===== src/fprs_regs.svh =====
`ifndef FPRS_REGS_SVH
`define FPRS_REGS_SVH
// ****************************************
// timing
// ****************************************
`define FPRS_CLK_HZ           40000000
`define FPRS_QUAL_TIME_US     10000
`define FPRS_QUAL_CYCLES      ((`FPRS_QUAL_TIME_US * 40) )
`define FPRS_RST_DELAY_US     160000
`define FPRS_RST_CYCLES       ((`FPRS_RST_DELAY_US * 40) )
`define FPRS_FILT_TIME_NS     30000
`define FPRS_FILT_CYCLES      ((`FPRS_FILT_TIME_NS + 24) / 25)
// ****************************************
// personalities
// ****************************************
`define FPRS_PERS_TIMED       2'h0
`define FPRS_PERS_INDEP       2'h1
`define FPRS_PERS_FIXED       2'h2
`define FPRS_PERS_GROUP       2'h3
`endif


===== src/fprs_pkg.sv =====
package fprs_pkg;
  typedef enum logic [1:0] {
    FPRS_IDLE = 2'b00,
    FPRS_QUAL = 2'b01,
    FPRS_ON   = 2'b10,
    FPRS_OFF  = 2'b11
  } fprs_state_t;

  // per-channel comparator events replacing the analog ramps
  typedef struct packed {
    logic [3:0] on_delay_done;
    logic [3:0] off_delay_done;
    logic [3:0] gate_full;
    logic [3:0] gate_low;
  } fprs_events_t;
endpackage : fprs_pkg


===== src/fprs_top.sv =====
`timescale 1ns/1ps
`include "fprs_regs.svh"
// How it works
// RULE1: start only after enable and all rails good continuously for 10ms.
// RULE2: on-delay timers start together; each gate turns on at its threshold.
// RULE3: all gates fully on, wait 160ms, then release reset high.
// RULE4: rail low beyond glitch filter: reset low, shutdown low, all gates off.
// RULE5: enable removed without fault: reset low, all off-delay timers start.
// RULE6: off-delay threshold sets channel off latch, turning its gate off.
// RULE7: enable polarity is a parameter; active-high variant sleeps when off.
// RULE8: independent mode: each gate on when enable and its rail good.
// RULE9: independent mode: reset released 160ms after all gates fully on.
// RULE10: independent mode: a rail drop drops only its gate and reset.
// RULE11: independent mode: disable latches reset low, sequenced turn-off.
// RULE12: fixed mode: A,B,C,D on, each after previous nears full; 160ms reset.
// RULE13: fixed mode: any rail low drops reset, shutdown line, all gates.
// RULE14: fixed mode: off D first, then C, B, A after previous goes low.
// RULE15: grouped mode: all rails, both enables; A-D on after 10ms, in order.
// RULE16: grouped mode: reset released 160ms after gate D fully on.
// RULE17: grouped mode: fault drops only its group; enable cycle restarts it. Code drops seq_done_n of both groups.
// RULE18: grouped mode: disable turns each group off in reverse order.
// RULE19: shutdown line pulled low externally: all gates off, reset low.
// RULE20: shutdown line release with all conditions met skips qualification.
// RULE21: filtered fault pulls the wired-AND shutdown line low.
// RULE22: restart is automatic except grouped mode after a fault.
// RULE23: thresholds and gate levels arrive as per-channel event inputs.
module fprs_top #(
  parameter logic [1:0] PERSONALITY  = `FPRS_PERS_TIMED,
  parameter bit         ENABLE_HIGH  = 1'b1,
  parameter int         QUAL_CYCLES  = `FPRS_QUAL_CYCLES,
  parameter int         RST_CYCLES   = `FPRS_RST_CYCLES,
  parameter int         FILT_CYCLES  = `FPRS_FILT_CYCLES
) (
  input  wire logic                  mclk,
  input  wire logic                  reset,
  input  wire logic [1:0]            enable_pin,
  input  wire logic [3:0]            rail_monitor,
  input  wire fprs_pkg::fprs_events_t events,
  input  wire logic                  shared_shutdown_line_in,
  output logic                       shared_shutdown_line_out,
  output logic                       shared_shutdown_line_oe,
  output logic [3:0]                 gate_on,
  output logic [3:0]                 gate_strong_off,
  output logic [3:0]                 on_delay_timer_run,
  output logic [3:0]                 off_delay_timer_run,
  output logic [1:0]                 seq_done_n,
  output logic                       sleep
);
  initial begin
    if (QUAL_CYCLES < 1 || RST_CYCLES < 1 || FILT_CYCLES < 1)
      $error("fprs_top: cycle counts must be at least one");
  end

  // ****************************************
  // input synchronisers
  // ****************************************
  logic [1:0]  en_s1, en_s2;
  logic [3:0]  rail_s1, rail_s2;
  logic        sd_s1, sd_s2;
  fprs_pkg::fprs_events_t ev_s1, ev_s2;
  always_ff @(posedge mclk) begin
    en_s1   <= enable_pin;
    en_s2   <= en_s1;
    rail_s1 <= rail_monitor;
    rail_s2 <= rail_s1;
    sd_s1   <= shared_shutdown_line_in;
    sd_s2   <= sd_s1;
    ev_s1   <= events; // [RULE23]
    ev_s2   <= ev_s1;
  end

  // enable asserted per group; polarity is a build choice
  logic [1:0] en_ok;
  assign en_ok = ENABLE_HIGH ? en_s2 : ~en_s2; // [RULE7]

  localparam bit INDEP = (PERSONALITY == `FPRS_PERS_INDEP);
  localparam bit FIXED = (PERSONALITY == `FPRS_PERS_FIXED);
  localparam bit GROUP = (PERSONALITY == `FPRS_PERS_GROUP);

  // group of each channel: A,B -> 0, C,D -> 1
  function automatic logic [1:0] grp_mask(input logic [3:0] ch);
    grp_mask = {|ch[3:2], |ch[1:0]};
  endfunction : grp_mask

  logic enable_all;
  assign enable_all = GROUP ? (&en_ok) : en_ok[0];

  // ****************************************
  // glitch filter on rails
  // ****************************************
  logic [3:0]  rail_fault;
  logic [31:0] filt_cnt [4];
  always_ff @(posedge mclk) begin
    for (int i = 0; i < 4; i++) begin
      if (reset || rail_s2[i]) begin
        filt_cnt[i]   <= 32'h0;
        rail_fault[i] <= 1'b0;
      end else if (filt_cnt[i] >= FILT_CYCLES) begin
        rail_fault[i] <= 1'b1; // [RULE4]
      end else begin
        filt_cnt[i] <= filt_cnt[i] + 32'h1;
      end
    end
  end

  // ****************************************
  // sequencer
  // ****************************************
  fprs_pkg::fprs_state_t state;
  logic [31:0] qual_cnt, rst_cnt;
  logic [3:0]  on_latch, off_latch;
  logic [1:0]  grp_locked;
  logic        fault_hit, ext_shut, sd_prev;
  logic [3:0]  fault_ch;

  // a fault seen while gates are up; independent mode handles it per channel
  assign fault_ch  = rail_fault & (on_latch | on_delay_timer_run);
  assign fault_hit = !INDEP && (|fault_ch);
  assign ext_shut  = !sd_s2 && !shared_shutdown_line_oe; // [RULE19]

  always_ff @(posedge mclk) begin
    sd_prev <= sd_s2;
  end

  // next channel allowed to start ramping in ordered modes
  function automatic logic [3:0] ordered_go(input logic [3:0] full);
    ordered_go = {full[2], full[1], full[0], 1'b1};
  endfunction : ordered_go

  logic [3:0] go_on;
  always_comb begin
    if (FIXED || GROUP)
      go_on = ordered_go(ev_s2.gate_full); // [RULE12] [RULE15]
    else
      go_on = 4'hf;
  end

  // reverse-order off permission
  logic [3:0] go_off;
  always_comb begin
    if (FIXED)
      go_off = {1'b1, ev_s2.gate_low[3], ev_s2.gate_low[2],
                ev_s2.gate_low[1]}; // [RULE14]
    else if (GROUP)
      go_off = {1'b1, ev_s2.gate_low[3], 1'b1, ev_s2.gate_low[1]}; // [RULE18]
    else
      go_off = 4'hf;
  end

  logic all_ok;
  assign all_ok = enable_all && (&rail_s2) && sd_s2 && !(|grp_locked);

  always_ff @(posedge mclk) begin
    if (reset) begin
      state               <= fprs_pkg::FPRS_IDLE;
      qual_cnt            <= 32'h0;
      on_latch            <= 4'h0;
      off_latch           <= 4'h0;
      on_delay_timer_run  <= 4'h0;
      off_delay_timer_run <= 4'h0;
      gate_strong_off     <= 4'h0;
    end else if (ext_shut || fault_hit) begin
      // strong pull-down at once: all gates, or only the faulted group on a grouped-mode fault [RULE4] [RULE13] [RULE19]
      state               <= fprs_pkg::FPRS_IDLE;
      qual_cnt            <= 32'h0;
      on_latch            <= GROUP ? (on_latch & ~{{2{grp_mask(fault_ch)[1]}},
                                       {2{grp_mask(fault_ch)[0]}}}) : 4'h0;
      on_delay_timer_run  <= 4'h0;
      off_delay_timer_run <= 4'h0;
      off_latch           <= 4'h0;
      gate_strong_off     <= GROUP && !ext_shut ?
                             {{2{grp_mask(fault_ch)[1]}},
                              {2{grp_mask(fault_ch)[0]}}} : 4'hf; // [RULE17]
    end else begin
      unique case (state)
        fprs_pkg::FPRS_IDLE: begin
          off_latch <= 4'h0;
          if (ev_s2.gate_low == 4'hf)
            gate_strong_off <= 4'h0;
          if (INDEP && en_ok[0]) begin
            state <= fprs_pkg::FPRS_ON; // [RULE8]
          end else if (all_ok) begin
            gate_strong_off <= 4'h0;
            if (!sd_prev) begin
              state              <= fprs_pkg::FPRS_ON; // [RULE20]
              on_delay_timer_run <= 4'h1 | (FIXED||GROUP ? 4'h0 : 4'hf);
            end else begin
              state    <= fprs_pkg::FPRS_QUAL;
              qual_cnt <= 32'h0;
            end
          end
        end
        fprs_pkg::FPRS_QUAL: begin
          if (!all_ok) begin
            state <= fprs_pkg::FPRS_IDLE; // [RULE22]
          end else if (qual_cnt >= QUAL_CYCLES - 1) begin
            state              <= fprs_pkg::FPRS_ON; // [RULE1]
            on_delay_timer_run <= (FIXED || GROUP) ? 4'h1 : 4'hf; // [RULE2]
          end else begin
            qual_cnt <= qual_cnt + 32'h1;
          end
        end
        fprs_pkg::FPRS_ON: begin
          if (!enable_all) begin
            state               <= fprs_pkg::FPRS_OFF;
            on_delay_timer_run  <= 4'h0;
            off_delay_timer_run <= 4'hf; // [RULE5] [RULE11]
          end else if (INDEP) begin
            on_latch        <= rail_s2; // [RULE8] [RULE10]
            gate_strong_off <= ~rail_s2;
          end else begin
            for (int i = 0; i < 4; i++) begin
              if (on_delay_timer_run[i] && ev_s2.on_delay_done[i]) begin
                on_latch[i]           <= 1'b1; // [RULE2]
                on_delay_timer_run[i] <= 1'b0;
              end else if (!on_latch[i] && go_on[i] && (FIXED || GROUP) &&
                           i > 0 && on_latch[i-1]) begin
                on_delay_timer_run[i] <= 1'b1; // [RULE12] [RULE15]
              end
            end
          end
        end
        fprs_pkg::FPRS_OFF: begin
          for (int i = 0; i < 4; i++) begin
            if (off_delay_timer_run[i] && ev_s2.off_delay_done[i] &&
                go_off[i]) begin
              off_latch[i]           <= 1'b1; // [RULE6]
              on_latch[i]            <= 1'b0;
              off_delay_timer_run[i] <= 1'b0;
            end
          end
          if (off_delay_timer_run == 4'h0)
            state <= fprs_pkg::FPRS_IDLE; // [RULE22]
        end
        default: state <= fprs_pkg::FPRS_IDLE;
      endcase
    end
  end

  // ****************************************
  // group lockout after fault
  // ****************************************
  always_ff @(posedge mclk) begin
    if (reset || !GROUP) begin
      grp_locked <= 2'h0;
    end else begin
      for (int g = 0; g < 2; g++) begin
        if (grp_mask(fault_ch)[g] && !ext_shut)
          grp_locked[g] <= 1'b1; // [RULE17]
        else if (!en_ok[g])
          grp_locked[g] <= 1'b0;
      end
    end
  end

  // ****************************************
  // reset release delay
  // ****************************************
  logic [3:0] need_full;
  assign need_full = (FIXED || GROUP) ? 4'h8 : 4'hf;
  logic full_ok;
  assign full_ok = ((ev_s2.gate_full & on_latch & need_full) == need_full) &&
                   (state == fprs_pkg::FPRS_ON) && enable_all;

  always_ff @(posedge mclk) begin
    if (reset || !full_ok || (INDEP && !(&on_latch))) begin
      rst_cnt <= 32'h0;
    end else if (rst_cnt < RST_CYCLES) begin
      rst_cnt <= rst_cnt + 32'h1; // [RULE3] [RULE9] [RULE16]
    end
  end

  always_ff @(posedge mclk) begin
    if (reset) begin
      seq_done_n <= 2'h0;
    end else if (GROUP) begin
      for (int g = 0; g < 2; g++)
        seq_done_n[g] <= (rst_cnt >= RST_CYCLES) && !grp_locked[g] &&
                         (&on_latch[2*g +: 2]); // [RULE16] [RULE17]
    end else begin
      seq_done_n <= {2{rst_cnt >= RST_CYCLES}}; // [RULE3] [RULE5]
    end
  end

  // gates being pulled down this cycle; masks the drive so that the
  // registered gate drive never overlaps the strong pull-down
  logic [1:0] fgrp;
  logic [3:0] kill;
  assign fgrp = grp_mask(fault_ch);
  always_comb begin
    if (ext_shut)
      kill = 4'hf; // [RULE19]
    else if (fault_hit)
      kill = GROUP ? {{2{fgrp[1]}}, {2{fgrp[0]}}} : 4'hf; // [RULE4]
    else if (INDEP && state == fprs_pkg::FPRS_ON)
      kill = ~rail_s2; // [RULE10]
    else
      kill = 4'h0;
  end

  // ****************************************
  // outputs
  // ****************************************
  always_ff @(posedge mclk) begin
    if (reset) begin
      gate_on                  <= 4'h0;
      shared_shutdown_line_out <= 1'b0;
      shared_shutdown_line_oe  <= 1'b0;
      sleep                    <= 1'b0;
    end else begin
      gate_on <= on_latch & ~off_latch & ~gate_strong_off & ~kill;
      shared_shutdown_line_out <= 1'b0;
      // wired-AND: drive low only on a filtered fault [RULE21]
      shared_shutdown_line_oe  <= fault_hit ||
                                  (shared_shutdown_line_oe && |rail_fault);
      sleep <= ENABLE_HIGH && !en_s2[0] &&
               (state == fprs_pkg::FPRS_IDLE); // [RULE7]
    end
  end
endmodule : fprs_top


===== config.mk =====
export PLATFORM = sky130hd
export DESIGN_NAME = fprs_top
export DESIGN_NICKNAME = d
export VERILOG_FILES = /design/src/fprs_pkg.sv /design/src/fprs_top.sv
export VERILOG_INCLUDE_DIRS = /design/src
export SDC_FILE = /design/constraint.sdc
export NUM_CORES = 1
export LEC_CHECK = 0
export BUFFER_PORTS_ARGS = -buffer_cell sky130_fd_sc_hd__buf_2
export CAP_MARGIN = 20
export CORE_ASPECT_RATIO = 1.5
export CORE_UTILIZATION = 45
export DETAILED_ROUTE_END_ITERATION = 8
export PLACE_DENSITY = 0.7
export SYNTH_ARGS = -nofsm -noshare
export SYNTH_HDL_FRONTEND = slang
export SYNTH_SLANG_ARGS = --single-unit

===== constraint.sdc =====
create_clock -name mclk -period 5.87 [get_ports mclk]
set_input_delay 0.8805 -clock mclk [delete_from_list [all_inputs] [get_ports mclk]]
set_output_delay 0.8805 -clock mclk [all_outputs]
set_load 0.005 [all_outputs]

* After elaboration in Yosys (flattened, before gate mapping)
Memory sizes are Yosys's and may differ from the RTL's.
Index checks and enable logic that the tools add are counted.
W data, S select, Z words.
** Word-level totals
- Bits in registers :: 142
- Bits in latches :: 0
- RAM bits :: 128
- Memory bits (read-only) :: 0
- Input port bits :: 25
- Output and inout port bits :: 21
- Memories :: 1
** Memories
- filt_cnt :: depth 4, width 32, rd ports 4, clocked after memory_dff 0, write ports 4, line fprs_top.sv:92 : logic [31:0] filt_cnt [4];
** Cells by class
- Add/sub/neg operators :: 6
- Multipliers :: 0
- Div/mod/pow operators :: 0
- Magnitude comparators :: 7
- Equal/unequal tests :: 27
- Shifts and indexed selects :: 0
- Muxes and demuxes :: 69
- Bitwise logic cells :: 13
- Reductions and logical operators :: 57
** Operator list (number)
- $mux W32 :: 8
- $add A32 B1 Y32 const B :: 6
- $ge A32 B11 Y1 const B :: 4
- $pmux W32 S2 :: 1
- $mux W4 :: 13
- $mux W1 :: 36
- $ne A2 B2 Y1 const B :: 17
- $ge A32 B19 Y1 const B :: 1
- $ge A32 B23 Y1 const B :: 1
- $lt A32 B23 Y1 const B :: 1
- $pmux W4 S2 :: 3
- $reduce_and A4 Y1 :: 6
- $reduce_and A6 Y1 :: 4
- $and A4 B4 Y4 :: 5
- $logic_and A1 B1 Y1 :: 15
- $ne A3 B3 Y1 const B :: 5
- $mux W2 :: 6
- $not A4 Y4 :: 3
- $pmux W4 S3 :: 1
- $reduce_and A3 Y1 :: 4
- $reduce_and A2 Y1 :: 5
- $eq A4 B4 Y1 const B :: 2
- $pmux W2 S4 :: 1
- $reduce_bool A2 Y1 :: 4
- other kinds (12) :: 27

* Longest topological paths before layout
- Depth in word-level cells :: 7
- Gate-level depth with buffers :: 8

* Least setup slack after synthesis
Ideal clock, no wire load.
- Path type :: register to register
- Start point :: memory filt_cnt[0][24]
- End point :: memory filt_cnt[0][0] (enable)
- Library setup time :: 0.394 ns
- Arrival time :: 2.329 ns
- Data required time :: 5.476 ns
- Slack :: 3.147 ns
- Cell stages (with the launch flop) :: 5
- Period minus slack after synthesis :: 2.723 ns
- Path through :: edfxtp_1 -> or4_1 -> or4_1 -> a21oi_2 -> nand2b_1
** RTL lines (line)
- start, declared :: fprs_top.sv:92

* Worst setup path after layout
- Start point :: register on_latch[2]
- End point :: register qual_cnt[17]
** Between the ends
- Longest elaborated chain between the ends :: 5
** Ends and longest elaborated chain
- start, declared :: line fprs_top.sv:111 : logic [3:0] on_latch, off_latch;
- start signal, assigned :: line fprs_top.sv:166 : on_latch <= GROUP ? (on_latch & ~{{2{grp_mask(fault_ch)[1]}},
- start signal, assigned :: line fprs_top.sv:209 : on_latch <= rail_s2;
- $or A4 B4 Y4 :: line fprs_top.sv:117 : assign fault_ch = rail_fault & (on_latch | on_delay_timer_run);
- $and A4 B4 Y4 :: line fprs_top.sv:117
- $reduce_or A4 Y1 :: line fprs_top.sv:118 : assign fault_hit = !INDEP && (|fault_ch);
- $logic_or A1 B1 Y1 :: line fprs_top.sv:162 : end else if (ext_shut || fault_hit) begin
- $reduce_or A2 Y1 (no source line)
- end signal, assigned :: line fprs_top.sv:200 : qual_cnt <= qual_cnt + 32'h1;
- end, declared :: line fprs_top.sv:110 : logic [31:0] qual_cnt, rst_cnt;
No other way between the ends.
A chain may end at the register's enable or synchronous reset.

==> impl_metrics.env <==
export IMPL_cts_htree_levels=1
export IMPL_cts_buffers=26
export IMPL_drtIter0Drc=384
export IMPL_ios=46
export IMPL_fin_util=0.538
export IMPL_ys_seq_elements=267
export IMPL_vias_per_cell=5.02
export IMPL_ir_drop_mv=0.334
export IMPL_numPortBuffers=43
export IMPL_synth_distinct_cells=57
export IMPL_grt_pass1_vias=6250
export IMPL_grt_max_degree=33
export IMPL_hpwl_um=11600
export IMPL_cts_sinks=267
export IMPL_grt_usage=0.157
export IMPL_cp_start_kind="flop"
export IMPL_cts_tree="done"
export IMPL_fin_tns_setup_ns=0
export IMPL_fillers=1895
export IMPL_rows=66
export IMPL_fp_dieW_um=124
export IMPL_yosys_warnings=0
export IMPL_r2r_start="on_latch[2]"
export IMPL_layout_commonest_cell="dfxtp_1"
export IMPL_worstRegToRegCells=6
export IMPL_netlist_instances=843
export IMPL_antenna_left=0
export IMPL_hold_path_class="flop to flop"
export IMPL_synth_flop_cell="dfxtp_1"
export IMPL_detail_route_wl_per_cell_um=13.5
export IMPL_crit_start="on_latch[2]"
export IMPL_status="complete, no violations"
export IMPL_arrival_ns=2.98
export IMPL_layout_nets=1016
export IMPL_cp_required_ns=6.36
export IMPL_coreArea_um2=21800
export IMPL_period_needed_ns=2.49
export IMPL_drv_cap=0
export IMPL_critical_path_class="flop to flop"
export IMPL_gp_congestion=0.807
export IMPL_power_leakage_nw=4.36
export IMPL_clk_path_buf_depth=3
export IMPL_root_buffer="clkbuf_16"
export IMPL_grt_pass1_wl_um=28600
export IMPL_fin_worst_skew_ns=0.0217
export IMPL_synthArstFlopShare=0
export IMPL_slew_headroom=0.282
export IMPL_drc_errors=0
export IMPL_drt_first_pass_iters=5
export IMPL_max_freq_ghz=0.401
export IMPL_drive_above_1_share=0.106
export IMPL_worstPathMaxFanout=20
export IMPL_dpl_cell_count=1224
export IMPL_reg2reg_to="qual_cnt[17]"
export IMPL_vias=6381
export IMPL_endpoint_kind="flop"
export IMPL_antenna_found_initial=2
export IMPL_cp_cell_sequence="o21ai_1 > nand4_2 > or3_1 > nor2_1 > o211ai_1 > nand2_1"
export IMPL_post_cts_buffers=0
export IMPL_seq_area_frac_synth=0.662
export IMPL_min_path_cells=0
export IMPL_post_cts_resized=0
export IMPL_whs_endpoint="ev_s2[1]"
export IMPL_cts_hold_buffers=0
export IMPL_syn_area_per_cell_um2=11.9
export IMPL_synth_area_um2=10000
export IMPL_critPathMaxStageDelay_ns=0.76
export IMPL_path_clk_slew_ns=0.06
export IMPL_dieArea_um2=22900
export IMPL_reg2reg_setup_slack_ns=3.38
export IMPL_worst_pin_slew_ns=1.08
export IMPL_grt_overflow=0
export IMPL_wl_um=17200
export IMPL_setup_viol=0
export IMPL_final_cell_mix="dfxtp_1 (139), edfxtp_1 (128), nor2_1 (105)"
export IMPL_slowest_stage="nor2_1"
export IMPL_synth_edf_count=128
export IMPL_rsz0062_at_grt="no"
export IMPL_slew_viol_final=0
export IMPL_dieHeight_um=185
export IMPL_p_per_area_nw_per_um2=329
export IMPL_clock_latency_ns=0.54
export IMPL_finalHoldViolations=0
export IMPL_syn_to_final_growth_pct=17.0
export IMPL_final_cells=1271
export IMPL_hold_start="ev_s1[1]"
export IMPL_n_antenna_cell=0
export IMPL_initial_core_util=0.459
export IMPL_fin_crit_sh=0.424
-- through the flow --
step	setup slack, ns	cell area (um^2)	power (W)	hold slack, ns
2_1_floorplan	3.15	10300	0.00214	0.310
6_report	3.38	11700	0.00386	0.321
4_1_cts	3.36	11700	0.00390	0.326
3_5_place_dp	3.02	10800	0.00217	0.312
3_3_place_gp	2.94	10800	0.00217	0.311
5_1_grt	3.10	11700	0.00399	0.323
-- flip-flops by register name (all words and copies together), names as in the netlist, 16 cells and up --
register  flops
ev_s1        16
ev_s2        16
filt_cnt    128
qual_cnt     32
rst_cnt      32
-- kinds of logic after synthesis --
group                      synth area share
and+or+nand+nor                       0.186
DFF                                   0.662
AOI/OAI and AO/OA                    0.0661
xor gates and xnor gates             0.0481
buffers and inverters                0.0221
adders and majority gates            0.0137
muxes                               0.00200
other                              0.000374
-- synth_stat cells (11+ instances only) --
cell        n  share of area
xor2_1     37          0.032
a21oi_1    31          0.015
dfxtp_1   139           0.28
and2_1     25          0.016
inv_1      26         0.0097
nand4_1    25          0.016
ha_1       11          0.014
nor3_1     14         0.0070
edfxtp_1  128           0.38
nor2_1    105          0.039
xnor2_1    18          0.016
nor4_1     19          0.012
and3_1     18          0.011
nand2_1    44          0.016
o21ai_0    17         0.0085
or4_1      18          0.013
nand3_1    43          0.021
-- critical path, delay by kind of cell (launching register included) --
family	cells	cell delay, ns
simple gates	4	1.72
compound gates	2	0.36
flops	1	0.34
-- worst max-delay path by stage --
stage,end,cells past startpoint
4_1_cts,qual_cnt[17],6
5_1_grt,qual_cnt[6],6
3_5_place_dp,qual_cnt[17],5
2_1_floorplan,filt_cnt[0][0],4
6_report,qual_cnt[17],6
3_3_place_gp,qual_cnt[9],5
-- power by group --
group / switching, W / internal [W]
registers: 0.0000354 / 0.00203
clock network: 0.000688 / 0.00103
logic: 0.0000477 / 0.0000247
total: 0.000772 / 0.00308
-- layer usage --
layer  wire, um  share of wire  GRT usage  up-vias
met2       8590           0.50      0.280      137
met5         22         0.0013          0        -
met3        879          0.051     0.0306       23
met1       7470           0.43      0.189     2991
met4        231          0.013     0.0463        4
li1           -              -          -     3226
-- layout make-up --
cell class,count,area [um^2],share of cell area
Clock buffer,30,697,0.0595
Clock inverter,17,214,0.0183
Inverter,26,97.6,0.00833
Multi-Input combinational cell,611,3490,0.298
Sequential cell,267,6630,0.565
Tap cell,272,340,0.0290
Timing Repair Buffer,48,253,0.0216
Power figures use the tool's default switching activity.
